`config.mk`:
```
export PLATFORM = sky130hd
export DESIGN_NAME = sms_mode_supervisor
export DESIGN_NICKNAME = d
export VERILOG_FILES = /design/src/rtl/sms_pkg.sv /design/src/rtl/sms_mode_supervisor.sv
export VERILOG_INCLUDE_DIRS = /design/src /design/src/rtl
export SDC_FILE = /design/constraint.sdc
export NUM_CORES = 1
export LEC_CHECK = 0
export CORE_UTILIZATION = 55
export DETAILED_ROUTE_END_ITERATION = 12
export DONT_BUFFER_PORTS = 1
export PLACE_DENSITY = 0.7
export SKIP_CTS_REPAIR_TIMING = 1
export SYNTH_ARGS = -nofsm -noshare
export SYNTH_HDL_FRONTEND = slang
export SYNTH_SLANG_ARGS = --single-unit
```
`constraint.sdc`:
```
create_clock -name ref_clk -period 5.1 [get_ports ref_clk]
set_input_delay 1.02 -clock ref_clk [delete_from_list [all_inputs] [get_ports ref_clk]]
set_output_delay 1.02 -clock ref_clk [all_outputs]
set_load 0.005 [all_outputs]
```
`src/rtl/sms_map.svh`:
```
/*
 * offsets, reset values and timing counts of the mode supervisor.
 * assumes a 20 MHz ref_clk; included by bare name.
 */
`ifndef SMS_MAP_SVH
`define SMS_MAP_SVH
`define SMS_CLK_HZ         20000000
`define SMS_NRQ_TIME_MS    350
`define SMS_NRQ_CYCLES     ((`SMS_NRQ_TIME_MS * `SMS_CLK_HZ) / 1000)
`define SMS_IRQ_PULSE_US   10
`define SMS_IRQ_PULSE_CYC  ((`SMS_IRQ_PULSE_US * `SMS_CLK_HZ) / 1000000)
`define SMS_RST_DUR_CYC    1000
`define SMS_HS_PERIOD_CYC  2000
`define SMS_HS_ON_CYC      100
`define SMS_FRAME_BITS     8
`define SMS_SYNC_IDLE      16'h300F
`define SMS_CMD_MODE       4'h1
`define SMS_CMD_WDOG       4'h2
`define SMS_CMD_HSW        4'h3
`define SMS_CMD_CLR        4'h4
`define SMS_CMD_READ_IO    4'h5
`define SMS_CMD_READ_IRQ   4'h6
`define SMS_CMD_READ_MCR   4'h7
`define SMS_CMD_IRQ_EN     4'h8
`endif

```
`src/rtl/sms_pkg.sv`:
```
/*
 * types of the mode supervisor.
 * assumes nothing beyond a SystemVerilog compiler.
 */
package sms_pkg;
  typedef enum logic [2:0] {
    SMS_RESET, SMS_NORMAL_REQ, SMS_NORMAL, SMS_STANDBY, SMS_STOP, SMS_SLEEP
  } sms_mode_e;
  typedef struct packed {
    logic main_uv;
    logic main_temp_warn;
    logic batt_loss;
    logic batt_low;
    logic aux_low;
    logic hs_overtemp;
  } sms_analog_s;
  typedef struct packed {
    logic sclk;
    logic mosi;
    logic cs_n;
  } sms_spi_s;
endpackage

```
`src/rtl/sms_mode_supervisor.sv`:
```
/*
 * digital core of the mode supervisor: serial port, bus pin mapping,
 * reset, interrupt and fault outputs, status flags, high-side switch,
 * wake inputs, oscillator choice and mode sequencing.
 * assumes analog comparators deliver raw levels; every pin input is
 * asynchronous to ref_clk; all but wdog_misservice are synchronised here.
 */
`include "sms_map.svh"
// What this block does
// - sample serial input on clock falling edge
// - shift serial output on clock rising edge
// - serial port active only while select low
// - transmit low drives bus dominant
// - receive low while bus dominant
// - reset output low in reset mode
// - main undervoltage forces reset output low
// - temperature warning sets control and irq flags
// - enabled irq holds line low until cleared
// - stop mode wake gives 10 us pulse
// - fault output low on watchdog misservice
// - battery loss flag latched in all modes
// - battery low irq only normal or standby
// - aux supply low flag reports aux state
// - switch overtemp sets io and irq flags
// - switch from register, periodic in low power
// - wake inputs readable and wake low power
// - slow oscillator in sleep and stop
// - modes by command, normal request automatic
// - standby keeps ballast drive off
// - normal enables both regulators, watchdog serviced
// - stop entered at select rising edge
// - 350 ms timer stopped by watchdog write
// - reset timer then normal request
module sms_mode_supervisor (
  input  wire logic                 ref_clk,
  input  wire logic                 rst,
  input  wire sms_pkg::sms_spi_s    spi_in,
  output logic                      spi_miso,
  output logic                      spi_miso_oe,
  input  wire logic                 bus_transmit_in,
  output logic                      bus_receive_out,
  output logic                      bus_drive_dominant,
  input  wire logic                 bus_dominant_in,
  input  wire logic                 bus_wake_in,
  input  wire sms_pkg::sms_analog_s analog_in,
  input  wire logic [3:0]           wake_inputs,
  input  wire logic                 wdog_misservice,
  output logic                      sys_reset_out_n,
  output logic                      irq_out_n,
  output logic                      supervisor_fault_out_n,
  output logic                      high_side_switch,
  output logic                      ballast_drive_out,
  output logic                      main_regulator_on,
  output logic                      slow_osc_sel,
  output sms_pkg::sms_mode_e        mode
);
  // ****************************************************************
  // input synchronisers
  // ****************************************************************
  localparam int NSYNC = 16;
  // idle level of each pin, so no false edge or flag follows reset
  localparam logic [NSYNC-1:0] SYNC_IDLE = `SMS_SYNC_IDLE;
  logic [NSYNC-1:0] raw;
  logic [NSYNC-1:0] s1_q;
  logic [NSYNC-1:0] s2_q;
  assign raw = {spi_in.sclk, spi_in.mosi, spi_in.cs_n, bus_transmit_in,
                bus_dominant_in, bus_wake_in, analog_in, wake_inputs};
  genvar gi;
  generate
    for (gi = 0; gi < NSYNC; gi++) begin : g_sync
      always_ff @(posedge ref_clk) begin
        if (rst) begin
          s1_q[gi] <= SYNC_IDLE[gi];
          s2_q[gi] <= SYNC_IDLE[gi];
        end else begin
          s1_q[gi] <= raw[gi];
          s2_q[gi] <= s1_q[gi];
        end
      end
    end
  endgenerate
  logic sclk_s, mosi_s, cs_n_s, txd_s, bdom_s, bwake_s;
  sms_pkg::sms_analog_s an_s;
  logic [3:0] wake_s;
  assign {sclk_s, mosi_s, cs_n_s, txd_s, bdom_s, bwake_s, an_s, wake_s} =
         s2_q;

  // ****************************************************************
  // bus pin mapping
  // ****************************************************************
  assign bus_drive_dominant = ~txd_s;
  assign bus_receive_out    = ~bdom_s;

  // ****************************************************************
  // serial port
  // ****************************************************************
  logic sclk_d1_q, cs_d1_q;
  always_ff @(posedge ref_clk) begin
    if (rst) begin
      sclk_d1_q <= 1'b0;
      cs_d1_q   <= 1'b1;
    end else begin
      sclk_d1_q <= sclk_s;
      cs_d1_q   <= cs_n_s;
    end
  end
  logic sclk_fall, sclk_rise, cs_rise, cs_fall;
  assign sclk_fall = sclk_d1_q & ~sclk_s & ~cs_n_s;
  assign sclk_rise = ~sclk_d1_q & sclk_s & ~cs_n_s;
  assign cs_rise   = ~cs_d1_q & cs_n_s;
  assign cs_fall   = cs_d1_q & ~cs_n_s;

  logic [7:0] rx_q, tx_q, rdata;
  logic [3:0] bits_q;
  always_ff @(posedge ref_clk) begin
    if (rst || cs_fall) begin
      rx_q   <= 8'h00;
      bits_q <= 4'h0;
    end else if (sclk_fall) begin
      rx_q   <= {rx_q[6:0], mosi_s};
      bits_q <= bits_q + 4'h1;
    end
  end
  always_ff @(posedge ref_clk) begin
    if (rst) begin
      tx_q <= 8'h00;
    end else if (cs_fall) begin
      tx_q <= rdata;
    end else if (sclk_rise) begin
      tx_q <= {tx_q[6:0], 1'b0};
    end
  end
  assign spi_miso    = tx_q[7];
  assign spi_miso_oe = ~cs_n_s;

  logic       frame_end;
  logic [3:0] cmd;
  logic [3:0] arg;
  assign frame_end = cs_rise && (bits_q == 4'(`SMS_FRAME_BITS));
  assign cmd = rx_q[7:4];
  assign arg = rx_q[3:0];

  // ****************************************************************
  // status flags and registers
  // ****************************************************************
  logic [2:0] irq_flags_q; // {hs_overtemp, batt_low, temp_warn}
  logic [2:0] irq_en_q;
  logic       regulator_temp_warning_flag_q;
  logic       battery_loss_flag_q;
  logic       hs_ctrl_q;
  logic       clr_hit;
  logic [2:0] irq_set;
  assign clr_hit = frame_end && (cmd == `SMS_CMD_CLR);
  assign irq_set[0] = an_s.main_temp_warn;
  assign irq_set[1] = an_s.batt_low &&
                      (mode == sms_pkg::SMS_NORMAL ||
                       mode == sms_pkg::SMS_STANDBY);
  assign irq_set[2] = an_s.hs_overtemp;
  generate
    for (gi = 0; gi < 3; gi++) begin : g_irq
      always_ff @(posedge ref_clk) begin
        if (rst) begin
          irq_flags_q[gi] <= 1'b0;
        end else if (irq_set[gi]) begin
          irq_flags_q[gi] <= 1'b1;
        end else if (clr_hit && arg[gi]) begin
          irq_flags_q[gi] <= 1'b0;
        end
      end
    end
  endgenerate
  always_ff @(posedge ref_clk) begin
    if (rst) begin
      regulator_temp_warning_flag_q <= 1'b0;
    end else if (an_s.main_temp_warn) begin
      regulator_temp_warning_flag_q <= 1'b1;
    end else if (clr_hit && arg[0]) begin
      regulator_temp_warning_flag_q <= 1'b0;
    end
  end
  always_ff @(posedge ref_clk) begin
    if (rst) begin
      battery_loss_flag_q <= 1'b1;
    end else if (an_s.batt_loss) begin
      battery_loss_flag_q <= 1'b1;
    end else if (clr_hit && arg[3]) begin
      battery_loss_flag_q <= 1'b0;
    end
  end
  always_ff @(posedge ref_clk) begin
    if (rst) begin
      irq_en_q  <= 3'h0;
      hs_ctrl_q <= 1'b0;
    end else if (frame_end && cmd == `SMS_CMD_IRQ_EN) begin
      irq_en_q <= arg[2:0];
    end else if (frame_end && cmd == `SMS_CMD_HSW) begin
      hs_ctrl_q <= arg[0];
    end
  end
  // read data: io {wake, aux_low, hs_ot, batt_low, 0}; irq in low bits; mcr {batt_loss, 0, mode, temp_warn}
  always_comb begin
    unique case (cmd)
      `SMS_CMD_READ_IO:  rdata = {wake_s, an_s.aux_low,
                                  an_s.hs_overtemp, an_s.batt_low, 1'b0};
      `SMS_CMD_READ_IRQ: rdata = {5'h00, irq_flags_q};
      `SMS_CMD_READ_MCR: rdata = {battery_loss_flag_q, 3'h0,
                                  mode, regulator_temp_warning_flag_q};
      default:           rdata = {battery_loss_flag_q, 7'h00};
    endcase
  end

  // ****************************************************************
  // mode sequencing
  // ****************************************************************
  logic [23:0] tmr_q;
  logic        from_sleep_q;
  logic        wake_ev;
  logic        tmr_done;
  assign wake_ev  = bwake_s || (wake_s != 4'hF);
  assign tmr_done = (tmr_q == 24'h000000);
  always_ff @(posedge ref_clk) begin
    if (rst) begin
      mode         <= sms_pkg::SMS_RESET;
      tmr_q        <= 24'(`SMS_RST_DUR_CYC);
      from_sleep_q <= 1'b0;
    end else if (an_s.main_uv && mode != sms_pkg::SMS_SLEEP) begin
      mode  <= sms_pkg::SMS_RESET;
      tmr_q <= 24'(`SMS_RST_DUR_CYC);
    end else begin
      if (!tmr_done) begin
        tmr_q <= tmr_q - 24'h000001;
      end
      unique case (mode)
        sms_pkg::SMS_RESET: if (tmr_done) begin
          mode  <= sms_pkg::SMS_NORMAL_REQ;
          tmr_q <= 24'(`SMS_NRQ_CYCLES);
        end
        sms_pkg::SMS_NORMAL_REQ: begin
          if (frame_end && cmd == `SMS_CMD_WDOG) begin
            mode <= arg[0] ? sms_pkg::SMS_STANDBY
                           : sms_pkg::SMS_NORMAL;
            from_sleep_q <= 1'b0;
          end else if (tmr_done) begin
            mode  <= from_sleep_q ? sms_pkg::SMS_SLEEP : sms_pkg::SMS_RESET;
            tmr_q <= 24'(`SMS_RST_DUR_CYC);
          end
        end
        sms_pkg::SMS_NORMAL, sms_pkg::SMS_STANDBY: begin
          if (frame_end && cmd == `SMS_CMD_MODE) begin
            unique case (arg[1:0])
              2'h0: mode <= sms_pkg::SMS_NORMAL;
              2'h1: mode <= sms_pkg::SMS_STANDBY;
              2'h2: mode <= sms_pkg::SMS_STOP;
              2'h3: mode <= sms_pkg::SMS_SLEEP;
            endcase
          end
        end
        sms_pkg::SMS_STOP: if (wake_ev || cs_rise) begin
          mode  <= sms_pkg::SMS_NORMAL_REQ;
          tmr_q <= 24'(`SMS_NRQ_CYCLES);
        end
        sms_pkg::SMS_SLEEP: if (wake_ev) begin
          mode         <= sms_pkg::SMS_RESET;
          tmr_q        <= 24'(`SMS_RST_DUR_CYC);
          from_sleep_q <= 1'b1;
        end
      endcase
    end
  end

  // ****************************************************************
  // wake pulse, outputs, high-side timer
  // ****************************************************************
  logic [8:0] pulse_q;
  always_ff @(posedge ref_clk) begin
    if (rst) begin
      pulse_q <= 9'h000;
    end else if (mode == sms_pkg::SMS_STOP && (wake_ev || cs_rise)) begin
      pulse_q <= 9'(`SMS_IRQ_PULSE_CYC);
    end else if (pulse_q != 9'h000) begin
      pulse_q <= pulse_q - 9'h001;
    end
  end
  logic [11:0] hs_tmr_q;
  always_ff @(posedge ref_clk) begin
    if (rst || hs_tmr_q == 12'(`SMS_HS_PERIOD_CYC - 1)) begin
      hs_tmr_q <= 12'h000;
    end else begin
      hs_tmr_q <= hs_tmr_q + 12'h001;
    end
  end
  logic low_power;
  assign low_power = (mode == sms_pkg::SMS_STOP ||
                      mode == sms_pkg::SMS_SLEEP);
  assign slow_osc_sel = low_power;
  assign high_side_switch = hs_ctrl_q &&
         (!low_power || hs_tmr_q < 12'(`SMS_HS_ON_CYC));
  assign ballast_drive_out = (mode == sms_pkg::SMS_NORMAL);
  assign main_regulator_on = (mode != sms_pkg::SMS_SLEEP);
  assign sys_reset_out_n = (mode != sms_pkg::SMS_RESET) &&
                           !an_s.main_uv;
  assign irq_out_n = !(|(irq_flags_q & irq_en_q)) &&
                     (pulse_q == 9'h000);
  assign supervisor_fault_out_n = ~wdog_misservice;
endmodule // sms_mode_supervisor

```
# ---- Word-level counts from Yosys, hierarchy flattened
# Index checks and enable logic that the tools add are counted.
dict set report totals {
  word_cells 173
  out_inout_bits 14
  input_bits 19
  regBits 111
}
dict set report op_classes {
  bitwise_logic 16
  n_mux 31
  n_addsub 4
  n_eq_ne 26
  n_reduce_logical 46
  n_lt_le_gt_ge 1
}
# cell n
set op_table {}
lappend op_table {{24-bit 2-to-1 mux} 6}
lappend op_table {{24-bit case mux with 4 select lines} 1}
lappend op_table {{8-bit 2-to-1 mux} 4}
lappend op_table {{24-bit logical NOT} 1}
lappend op_table {{8-bit case mux with 3 select lines} 1}
lappend op_table {{24-bit by 1-bit subtractor with 24-bit output (second input constant)} 1}
lappend op_table {{3-bit 2-to-1 mux} 7}
lappend op_table {{4-bit by 3-bit equality test with 1-bit output (second input constant)} 4}
lappend op_table {{1-bit logical AND} 16}
lappend op_table {{3-bit case mux with 5 select lines} 1}
lappend op_table {{12-bit by 1-bit adder with 12-bit output (second input constant)} 1}
lappend op_table {{12-bit by 11-bit equality test with 1-bit output (second input constant)} 1}
lappend op_table {{12-bit by 7-bit less-than comparator with 1-bit output (second input constant)} 1}
lappend op_table {{3-bit case mux with 4 select lines} 1}
lappend op_table {{2-bit nonzero test} 6}
lappend op_table {{2-bit != test (second input constant)} 5}
lappend op_table {{9-bit logical NOT} 1}
lappend op_table {{1-bit 2-to-1 mux} 9}
lappend op_table {{1-bit inverter} 9}
lappend op_table {{9-bit nonzero test} 1}
lappend op_table {{9-bit by 1-bit subtractor with 9-bit output (second input constant)} 1}
lappend op_table {{4-bit by 2-bit equality test with 1-bit output (second input constant)} 2}
lappend op_table {{4-bit equality test (second input constant)} 2}
lappend op_table {{2-bit OR reduction} 4}
lappend op_table {{21 further kinds} 38}

# ---- Logic depth before layout (Yosys ltp)
# Gate-level depths: netlist of the first run.
dict set report depth {
  ltp_word 7
  ltp_mapped 9
  depth_no_buf 9
}

# ---- Least setup slack after synthesis of the first run
# No wires, ideal clock.
dict set report synth_timing {
  path_type {reg-to-output}
  startpoint {register pulse_q[3]}
  endpoint {output port irq_out_n}
  slack_ns 2.527
  required_ns 4.080
  stages_incl_launch_ff 4
  n_path_buf 0
  t_arrival_ns 1.553
  cell_sequence {dfxtp_1 or4_1 nor4_4 and2_1}
}
dict set report synth_via {
  elab_chain_cells 2
}
# element line_no
set synth_rtl {}
lappend synth_rtl {{from (decl)} sms_mode_supervisor.sv:274} ;# logic [8:0] pulse_q;
lappend synth_rtl {{from (signal assigned)} sms_mode_supervisor.sv:279} ;# pulse_q <= 9'(`SMS_IRQ_PULSE_CYC);
lappend synth_rtl {{from (signal assigned)} sms_mode_supervisor.sv:281} ;# pulse_q <= pulse_q - 9'h001;
lappend synth_rtl {{9-bit logical NOT} sms_mode_supervisor.sv:303} ;# (pulse_q == 9'h000);
lappend synth_rtl {{1-bit logical AND} sms_mode_supervisor.sv:302} ;# assign irq_out_n = !(|(irq_flags_q & irq_en_q)) &&
lappend synth_rtl {{to (decl)} sms_mode_supervisor.sv:49} ;# output logic irq_out_n,
# Every way passes these cells.

# ---- Worst setup path after layout of the first run
# Ends and elaborated chain as after synthesis.

==> load_flow_metrics.sql, run 1 <==
INSERT INTO impl_metrics (metric_group, metric, value, unit) VALUES
('synthesis', 'synth.avg_cell_area', '9.022', 'um^2'),
('placed_design', 'detailedPlacementHpwl', '6834', 'um'),
('routing', 'via_count', '3756', ''),
('synthesis', 'syn_area', '4926', 'um^2'),
('routing', 'drt.antenna.violating_nets', '0', ''),
('placed_design', 'port-buffer-count', '0', ''),
('sta', 'report.final.setup_viol', '0', ''),
('synthesis', 'synth_fp_nets', '572', ''),
('routing', 'route.detailed.drc', '0', ''),
('critical_path', 'worst_r2r_path_depth', '6', ''),
('clock_tree', 'cts_tree', 'done', ''),
('synthesis', 'synthDominantCellAreaShare', '45.11', '%'),
('grt', 'number_of_global_route_vias_before_repair', '3435', ''),
('sta', 'fin_setup_tns', '0', 'ps'),
('synthesis', 'post_synth_xor_area_fraction', '5.156', '%'),
('clock_tree', 'cts_buffers', '9', ''),
('grt', 'grt_start_max_net_pins', '62', ''),
('sta', 'max_freq', '0.3244', 'GHz'),
('clock_tree', 'clock_buffer_depth', '2', ''),
('floorplan', 'core_area', '8678', 'um^2'),
('synthesis', 'synthCells', '546', ''),
('grt', 'antenna_found_initial', '0', ''),
('critical_path', 'worst-endpoint-required', '4080', 'ps'),
('synthesis', 'netlist-cell-type-count', '65', ''),
('grt', 'grt_util_all_layers', '21.37', '%'),
('synthesis', 'top_ff_cell_synth', 'sky130_fd_sc_hd__dfxtp_1', ''),
('power_and_ir_drop', 'ir_worst_vdd', '0.2298', 'mV'),
('sta', 'worst_tran_pin_value', '687.1', 'ps'),
('grt', 'grt_pass1_wl', '16590', 'um'),
('critical_path', 'path_class', 'flop to output pin', ''),
('synthesis', 'synth.mux.area_fraction', '2.718', '%'),
('sta', 'final_period_minus_worst_setup_slack', '3083', 'ps'),
('finish', 'post_route_cells_drive_above_1_share', '9.427', '%'),
('floorplan', 'die_y', '96.64', 'um'),
('critical_path', 'critical_path_peak_fanout', '10', ''),
('routing', 'first_iter_violations', '247', ''),
('finish', 'insertedDiodeCount', '0', ''),
('worst_hold_path', 'hold_class', 'flop to flop', ''),
('routing', 'avgViaCountPerCell', '5.787', ''),
('synthesis', 'synth.yosys.warnings', '0', ''),
('routing', 'drt_wl_total', '9611', 'um'),
('power_and_ir_drop', 'power.density_cell_area', '338.7', 'nW/um^2'),
('sta', 'timing.hold.ws', '417.6', 'ps'),
('finish', 'nets', '563', ''),
('grt', 'global_route.usage.met1', '30.21', '%'),
('floorplan', 'floorplan.initialDensity', '56.76', '%'),
('clock_tree', 'root_buffer', 'sky130_fd_sc_hd__clkbuf_8', ''),
('critical_path', 'critical_path.endpoint_type', 'output pin', ''),
('flow_run', 'timing.max_cap.violations', '0', ''),
('critical_path', 'setup.worst_path.end', 'irq_out_n', ''),
('clock_tree', 'worstSkewPairLatency', '370', 'ps'),
('clock_tree', 'htree_depth', '3', ''),
('sta', 'max_slew_margin', '53.81', '%'),
('routing', 'first_pass_iters', '5', ''),
('power_and_ir_drop', 'total_power', '1.756', 'mW'),
('synthesis', 'synth.largest_area_cell', 'sky130_fd_sc_hd__dfxtp_1', ''),
('grt', 'met2_usage', '33.15', '%'),
('placed_design', 'gpl.final_weighted_congestion', '0.8814', ''),
('floorplan', 'die-width', '96.64', 'um'),
('status', 'run_status', 'finished, final reports clean', ''),
('synthesis', 'synthMostInstantiatedCell', 'sky130_fd_sc_hd__dfxtp_1', ''),
('floorplan', 'num_rows', '34', ''),
('synthesis', 'top_cells_by_instance_count_after_synthesis', '111 x sky130_fd_sc_hd__dfxtp_1, 58 x sky130_fd_sc_hd__nor2_1, 43 x sky130_fd_sc_hd__nand2_1', ''),
('sta', 'worst_clock_skew', '15.50', 'ps'),
('sta', 'rsz0062_at_grt', 'false', ''),
('power_and_ir_drop', 'p_leak', '1.893', 'nW'),
('synthesis', 'synth.yosys.seq_area_share', '45.11', '%'),
('sta', 'hold_viol_final', '0', ''),
('grt', 'groute.layer.met3.usage', '4.913', '%'),
('critical_path', 'cp_data_arrival_time', '2060', 'ps'),
('critical_path', 'worstReg2RegStart', 'tmr_q[10]', '');
-- per-layer routing --
metal / wire, um / up-vias
li1: - / 1908
met1: 4809 / 1753
met2: 4286 / 89
met3: 443 / 6
met4: 72 / 0
met5: 0 / -
-- worst min-delay path by stage --
stage | end | slack, ps | cells after the start
3_5_place_dp | s2_q[2] | 390 | 1
4_1_cts | s2_q[2] | 420 | 1
6_report | s2_q[3] | 420 | 1
2_1_floorplan | cs_n_s | 390 | 1
5_1_grt | s2_q[1] | 430 | 1
3_3_place_gp | cs_n_s | 390 | 1
-- critical path, cell delays in order (launching register included) --
cell and delay (ps):
sky130_fd_sc_hd__dfxtp_1 360, sky130_fd_sc_hd__or4_1 630, sky130_fd_sc_hd__nor4_4 490, sky130_fd_sc_hd__and2_1 220
-- layout by cell type, fill, tap and decap left out, types with 10 or more instances in the layout --
cell,instances
sky130_fd_sc_hd__or2_2,15
sky130_fd_sc_hd__dfxtp_1,111
sky130_fd_sc_hd__nor2_1,58
sky130_fd_sc_hd__xnor2_1,16
sky130_fd_sc_hd__inv_1,18
sky130_fd_sc_hd__nor3_1,18
sky130_fd_sc_hd__nand2_1,43
sky130_fd_sc_hd__xor2_1,13
sky130_fd_sc_hd__clkbuf_8,10
sky130_fd_sc_hd__o21ai_0,22
sky130_fd_sc_hd__nand4_1,10
sky130_fd_sc_hd__a21oi_1,33
sky130_fd_sc_hd__mux2i_1,10
sky130_fd_sc_hd__nor2b_1,28
-- layout make-up --
type / instances / area (um^2)
Clock buffer: 10 / 137.6
Clock inverter: 5 / 63.81
Fill cell: 812 / 3496
Inverter: 19 / 73.82
Multi-Input combinational cell: 395 / 2542
Sequential cell: 111 / 2222
Tap cell: 108 / 135.1
Timing Repair Buffer: 1 / 7.507
-- kinds of logic after synthesis --
| group | Yosys count |
|---|---|
| buf+inv | 40 |
| compound gates | 107 |
| xor+xnor | 29 |
| simple gates | 239 |
| flops | 111 |
| fa+ha+maj | 7 |
| mux | 13 |
-- metrics by stage --
stage / std cells / area, um^2 / utilization (%)
final: 649 / 5182 / 59.72
after global routing: 649 / 5182 / 59.72
after CTS: 649 / 5182 / 59.72
after detailed placement: 634 / 4981 / 57.40
after global placement: 634 / 4981 / 57.40
after floorplan: 546 / 4926 / -
-- registers in the layout (all words and copies together) (netlist names), 2 cells and up --
name	count
hs_tmr_q	12
pulse_q	9
irq_flags_q	2
an_s	6
tmr_q	24
s2_q	4
tx_q	8
bits_q	4
mode	3
irq_en_q	3
s1_q	16
rx_q	8
-- report_power, final --
part           internal (mW)  switching [mW]  total, mW  leakage (nW)
Combinational          0.120           0.145      0.265         0.888
Clock                  0.242           0.291      0.534        0.0994
Sequential             0.918          0.0392      0.957         0.906
Power figures use the tool's default switching activity.
==> run 2, diff against run 1 <==
--- a/config.mk
+++ b/config.mk
@@ -9,7 +9,7 @@
 export CORE_UTILIZATION = 55
 export DETAILED_ROUTE_END_ITERATION = 12
 export DONT_BUFFER_PORTS = 1
-export PLACE_DENSITY = 0.7
+export PLACE_DENSITY = 0.73
 export SKIP_CTS_REPAIR_TIMING = 1
 export SYNTH_ARGS = -nofsm -noshare
 export SYNTH_HDL_FRONTEND = slang
==> constraint.sdc (replaced) <==
create_clock -name ref_clk -period 2.8 [get_ports ref_clk]
set_input_delay 0.56 -clock ref_clk [delete_from_list [all_inputs] [get_ports ref_clk]]
set_output_delay 0.56 -clock ref_clk [all_outputs]
set_load 0.005 [all_outputs]
==> load_flow_metrics.sql, run 2 (synthesized netlist as in run 1, its figures left out) <==
INSERT INTO impl_metrics (metric_group, metric, value, unit) VALUES
('grt', 'global_route.usage.met1', '28.52', '%'),
('critical_path', 'critical_path_peak_fanout', '13', ''),
('clock_tree', 'clkSlewWorstSetupHoldPaths', '120', 'ps'),
('finish', 'mostFrequentLayoutCell', 'sky130_fd_sc_hd__dfxtp_1', ''),
('sta', 'setup_ws', '386.9', 'ps'),
('grt', 'grt_util_all_layers', '22.09', '%'),
('power_and_ir_drop', 'total_power', '3.216', 'mW'),
('floorplan', 'ios', '33', ''),
('finish', 'layout_top_registers', 'tmr_q: 24 flops, s1_q: 16 flops, hs_tmr_q: 12 flops', ''),
('sta', 'final_period_minus_worst_setup_slack', '2413', 'ps'),
('grt', 'number_of_global_route_vias_before_repair', '3637', ''),
('status', 'run_status', 'finished, final reports clean', ''),
('sta', 'max_slew_margin', '65.12', '%'),
('critical_path', 'worst-endpoint-required', '3040', 'ps'),
('placed_design', 'gpl.final_weighted_congestion', '0.8628', ''),
('finish', 'post_route_cells_drive_above_1_share', '10.91', '%'),
('placed_design', 'detailedPlacementHpwl', '7224', 'um'),
('floorplan', 'num_rows', '34', ''),
('finish', 'largest_reg_flops', '24', ''),
('floorplan', 'floorplan.initialDensity', '56.76', '%'),
('placed_design', 'port-buffer-count', '0', ''),
('routing', 'avgViaCountPerCell', '5.892', ''),
('routing', 'first_iter_violations', '242', ''),
('routing', 'first_pass_iters', '5', ''),
('sta', 'hold_viol_final', '0', ''),
('floorplan', 'core_area', '8678', 'um^2'),
('sta', 'rsz0062_at_grt', 'false', ''),
('clock_tree', 'root_buffer', 'sky130_fd_sc_hd__clkbuf_8', ''),
('critical_path', 'worstSetupStartpointType', 'flop', ''),
('clock_tree', 'worstSkewPairLatency', '380', 'ps'),
('clock_tree', 'cts_tree', 'done', ''),
('critical_path', 'path_class', 'flop to flop', ''),
('routing', 'drt-wirelength-per-cell', '15.09', 'um'),
('grt', 'grt_pass1_wl', '17040', 'um'),
('sta', 'fin_setup_tns', '0', 'ps'),
('grt', 'met2_usage', '36.73', '%'),
('floorplan', 'die_area', '9338', 'um^2'),
('flow_run', 'timing.max_cap.violations', '0', ''),
('power_and_ir_drop', 'p_leak', '1.941', 'nW'),
('sta', 'timing.final.max_slew_violations', '0', ''),
('clock_tree', 'htree_depth', '3', ''),
('sta', 'report.final.setup_viol', '0', ''),
('sta', 'worst_tran_pin_value', '520.3', 'ps'),
('grt', 'global_route.overflow_total', '0', ''),
('floorplan', 'die-width', '96.64', 'um'),
('finish', 'most-common-layout-cells', '111 x sky130_fd_sc_hd__dfxtp_1, 58 x sky130_fd_sc_hd__nor2_1, 43 x sky130_fd_sc_hd__nand2_1, 33 x sky130_fd_sc_hd__a21oi_1, 28 x sky130_fd_sc_hd__nor2b_1', ''),
('grt', 'grt_start_max_net_pins', '62', ''),
('clock_tree', 'clkSinkCount', '111', ''),
('floorplan', 'die_y', '96.64', 'um'),
('clock_tree', 'cts_buffers', '9', ''),
('grt', 'antenna_found_initial', '0', ''),
('finish', 'max_flop_register', 'tmr_q', ''),
('finish', 'nets', '571', ''),
('sta', 'finalCritPeriodShare', '86.18', '%'),
('power_and_ir_drop', 'ir_worst_vdd', '0.3967', 'mV'),
('grt', 'groute.layer.met3.usage', '4.841', '%'),
('routing', 'via_count', '3877', ''),
('power_and_ir_drop', 'power.density_cell_area', '612.2', 'nW/um^2'),
('critical_path', 'cp_data_arrival_time', '2650', 'ps'),
('sta', 'worst_clock_skew', '18.34', 'ps'),
('routing', 'route.detailed.drc', '0', ''),
('placed_design', 'minimum_setup_slack_after_placement', '416.6', 'ps'),
('finish', 'area_delta_synth_final', '6.655', '%'),
('grt', 'global_route.peak_usage_layer', 'met2', ''),
('sta', 'max_freq', '0.4144', 'GHz'),
('critical_path', 'critical_path.endpoint_type', 'flop', ''),
('finish', 'insertedDiodeCount', '0', ''),
('routing', 'drt_wl_total', '9927', 'um'),
('worst_hold_path', 'hold_class', 'input pin to flop', ''),
('clock_tree', 'clock_buffer_depth', '2', ''),
('routing', 'drt.antenna.violating_nets', '0', '');
run 2: changes by cell type in the layout (fill, tap and decap cells not counted):
cell,previous run,this run
sky130_fd_sc_hd__buf_4,1,9
sky130_fd_sc_hd__bufinv_16,1,0
sky130_fd_sc_hd__clkbuf_8,10,9
sky130_fd_sc_hd__clkinv_8,0,2
sky130_fd_sc_hd__clkinvlp_4,1,0
sky130_fd_sc_hd__inv_12,0,1
sky130_fd_sc_hd__inv_6,2,1
sky130_fd_sc_hd__inv_8,0,2
run 2: final timing paths:
| kind | start | end | slack, ps | cells past startpoint |
|---|---|---|---|---|
| min | rst | tx_q[5] | 230 | 1 |
| max reg2reg | tmr_q[1] | tmr_q[16] | 390 | 8 |
| min reg2reg | s1_q[3] | s2_q[3] | 420 | 1 |
| max | tmr_q[1] | tmr_q[16] | 390 | 8 |
run 2: routing by layer:
layer | vias up | wire (um)
met1 | 1809 | 4540
met4 | 0 | 176
li1 | 1923 | -
met3 | 21 | 567
met5 | - | 0
met2 | 124 | 4643
run 2: area by class of cell:
class | instances | area (um^2)
flip-flops and latches | 111 | 2222
well taps | 108 | 135.1
clock inverters | 7 | 88.84
repair buffers | 9 | 67.56
multi-input cells | 395 | 2542
fillers | 785 | 3425
inverters | 19 | 73.82
clock buffers | 9 | 123.9
run 2: report_power, final:
group          switching [mW]  internal, mW
clock network           0.607         0.368
registers              0.0724          1.67
logic                   0.266         0.231
run 2: metrics by stage:
| step | hold WS, ps | util [%] | area [um^2] | cells |
|---|---|---|---|---|
| after floorplan | 389.5 | - | 4926 | 546 |
| after global placement | 391.0 | 58.09 | 5041 | 642 |
| after detailed placement | 395.3 | 58.09 | 5041 | 642 |
| after CTS | 218.4 | 60.54 | 5254 | 658 |
| after global routing | 213.1 | 60.54 | 5254 | 658 |
| final | 233.4 | 60.54 | 5254 | 658 |
run 2: critical path, cell delays in order, from the launching register on:
cell and delay, ps:
sky130_fd_sc_hd__dfxtp_1 350, sky130_fd_sc_hd__inv_1 130, sky130_fd_sc_hd__ha_1 180, sky130_fd_sc_hd__nor2b_1 310, sky130_fd_sc_hd__nand4b_4 300, sky130_fd_sc_hd__nor2_8 230, sky130_fd_sc_hd__inv_4 100, sky130_fd_sc_hd__o31ai_4 510
sky130_fd_sc_hd__o21ai_0 170
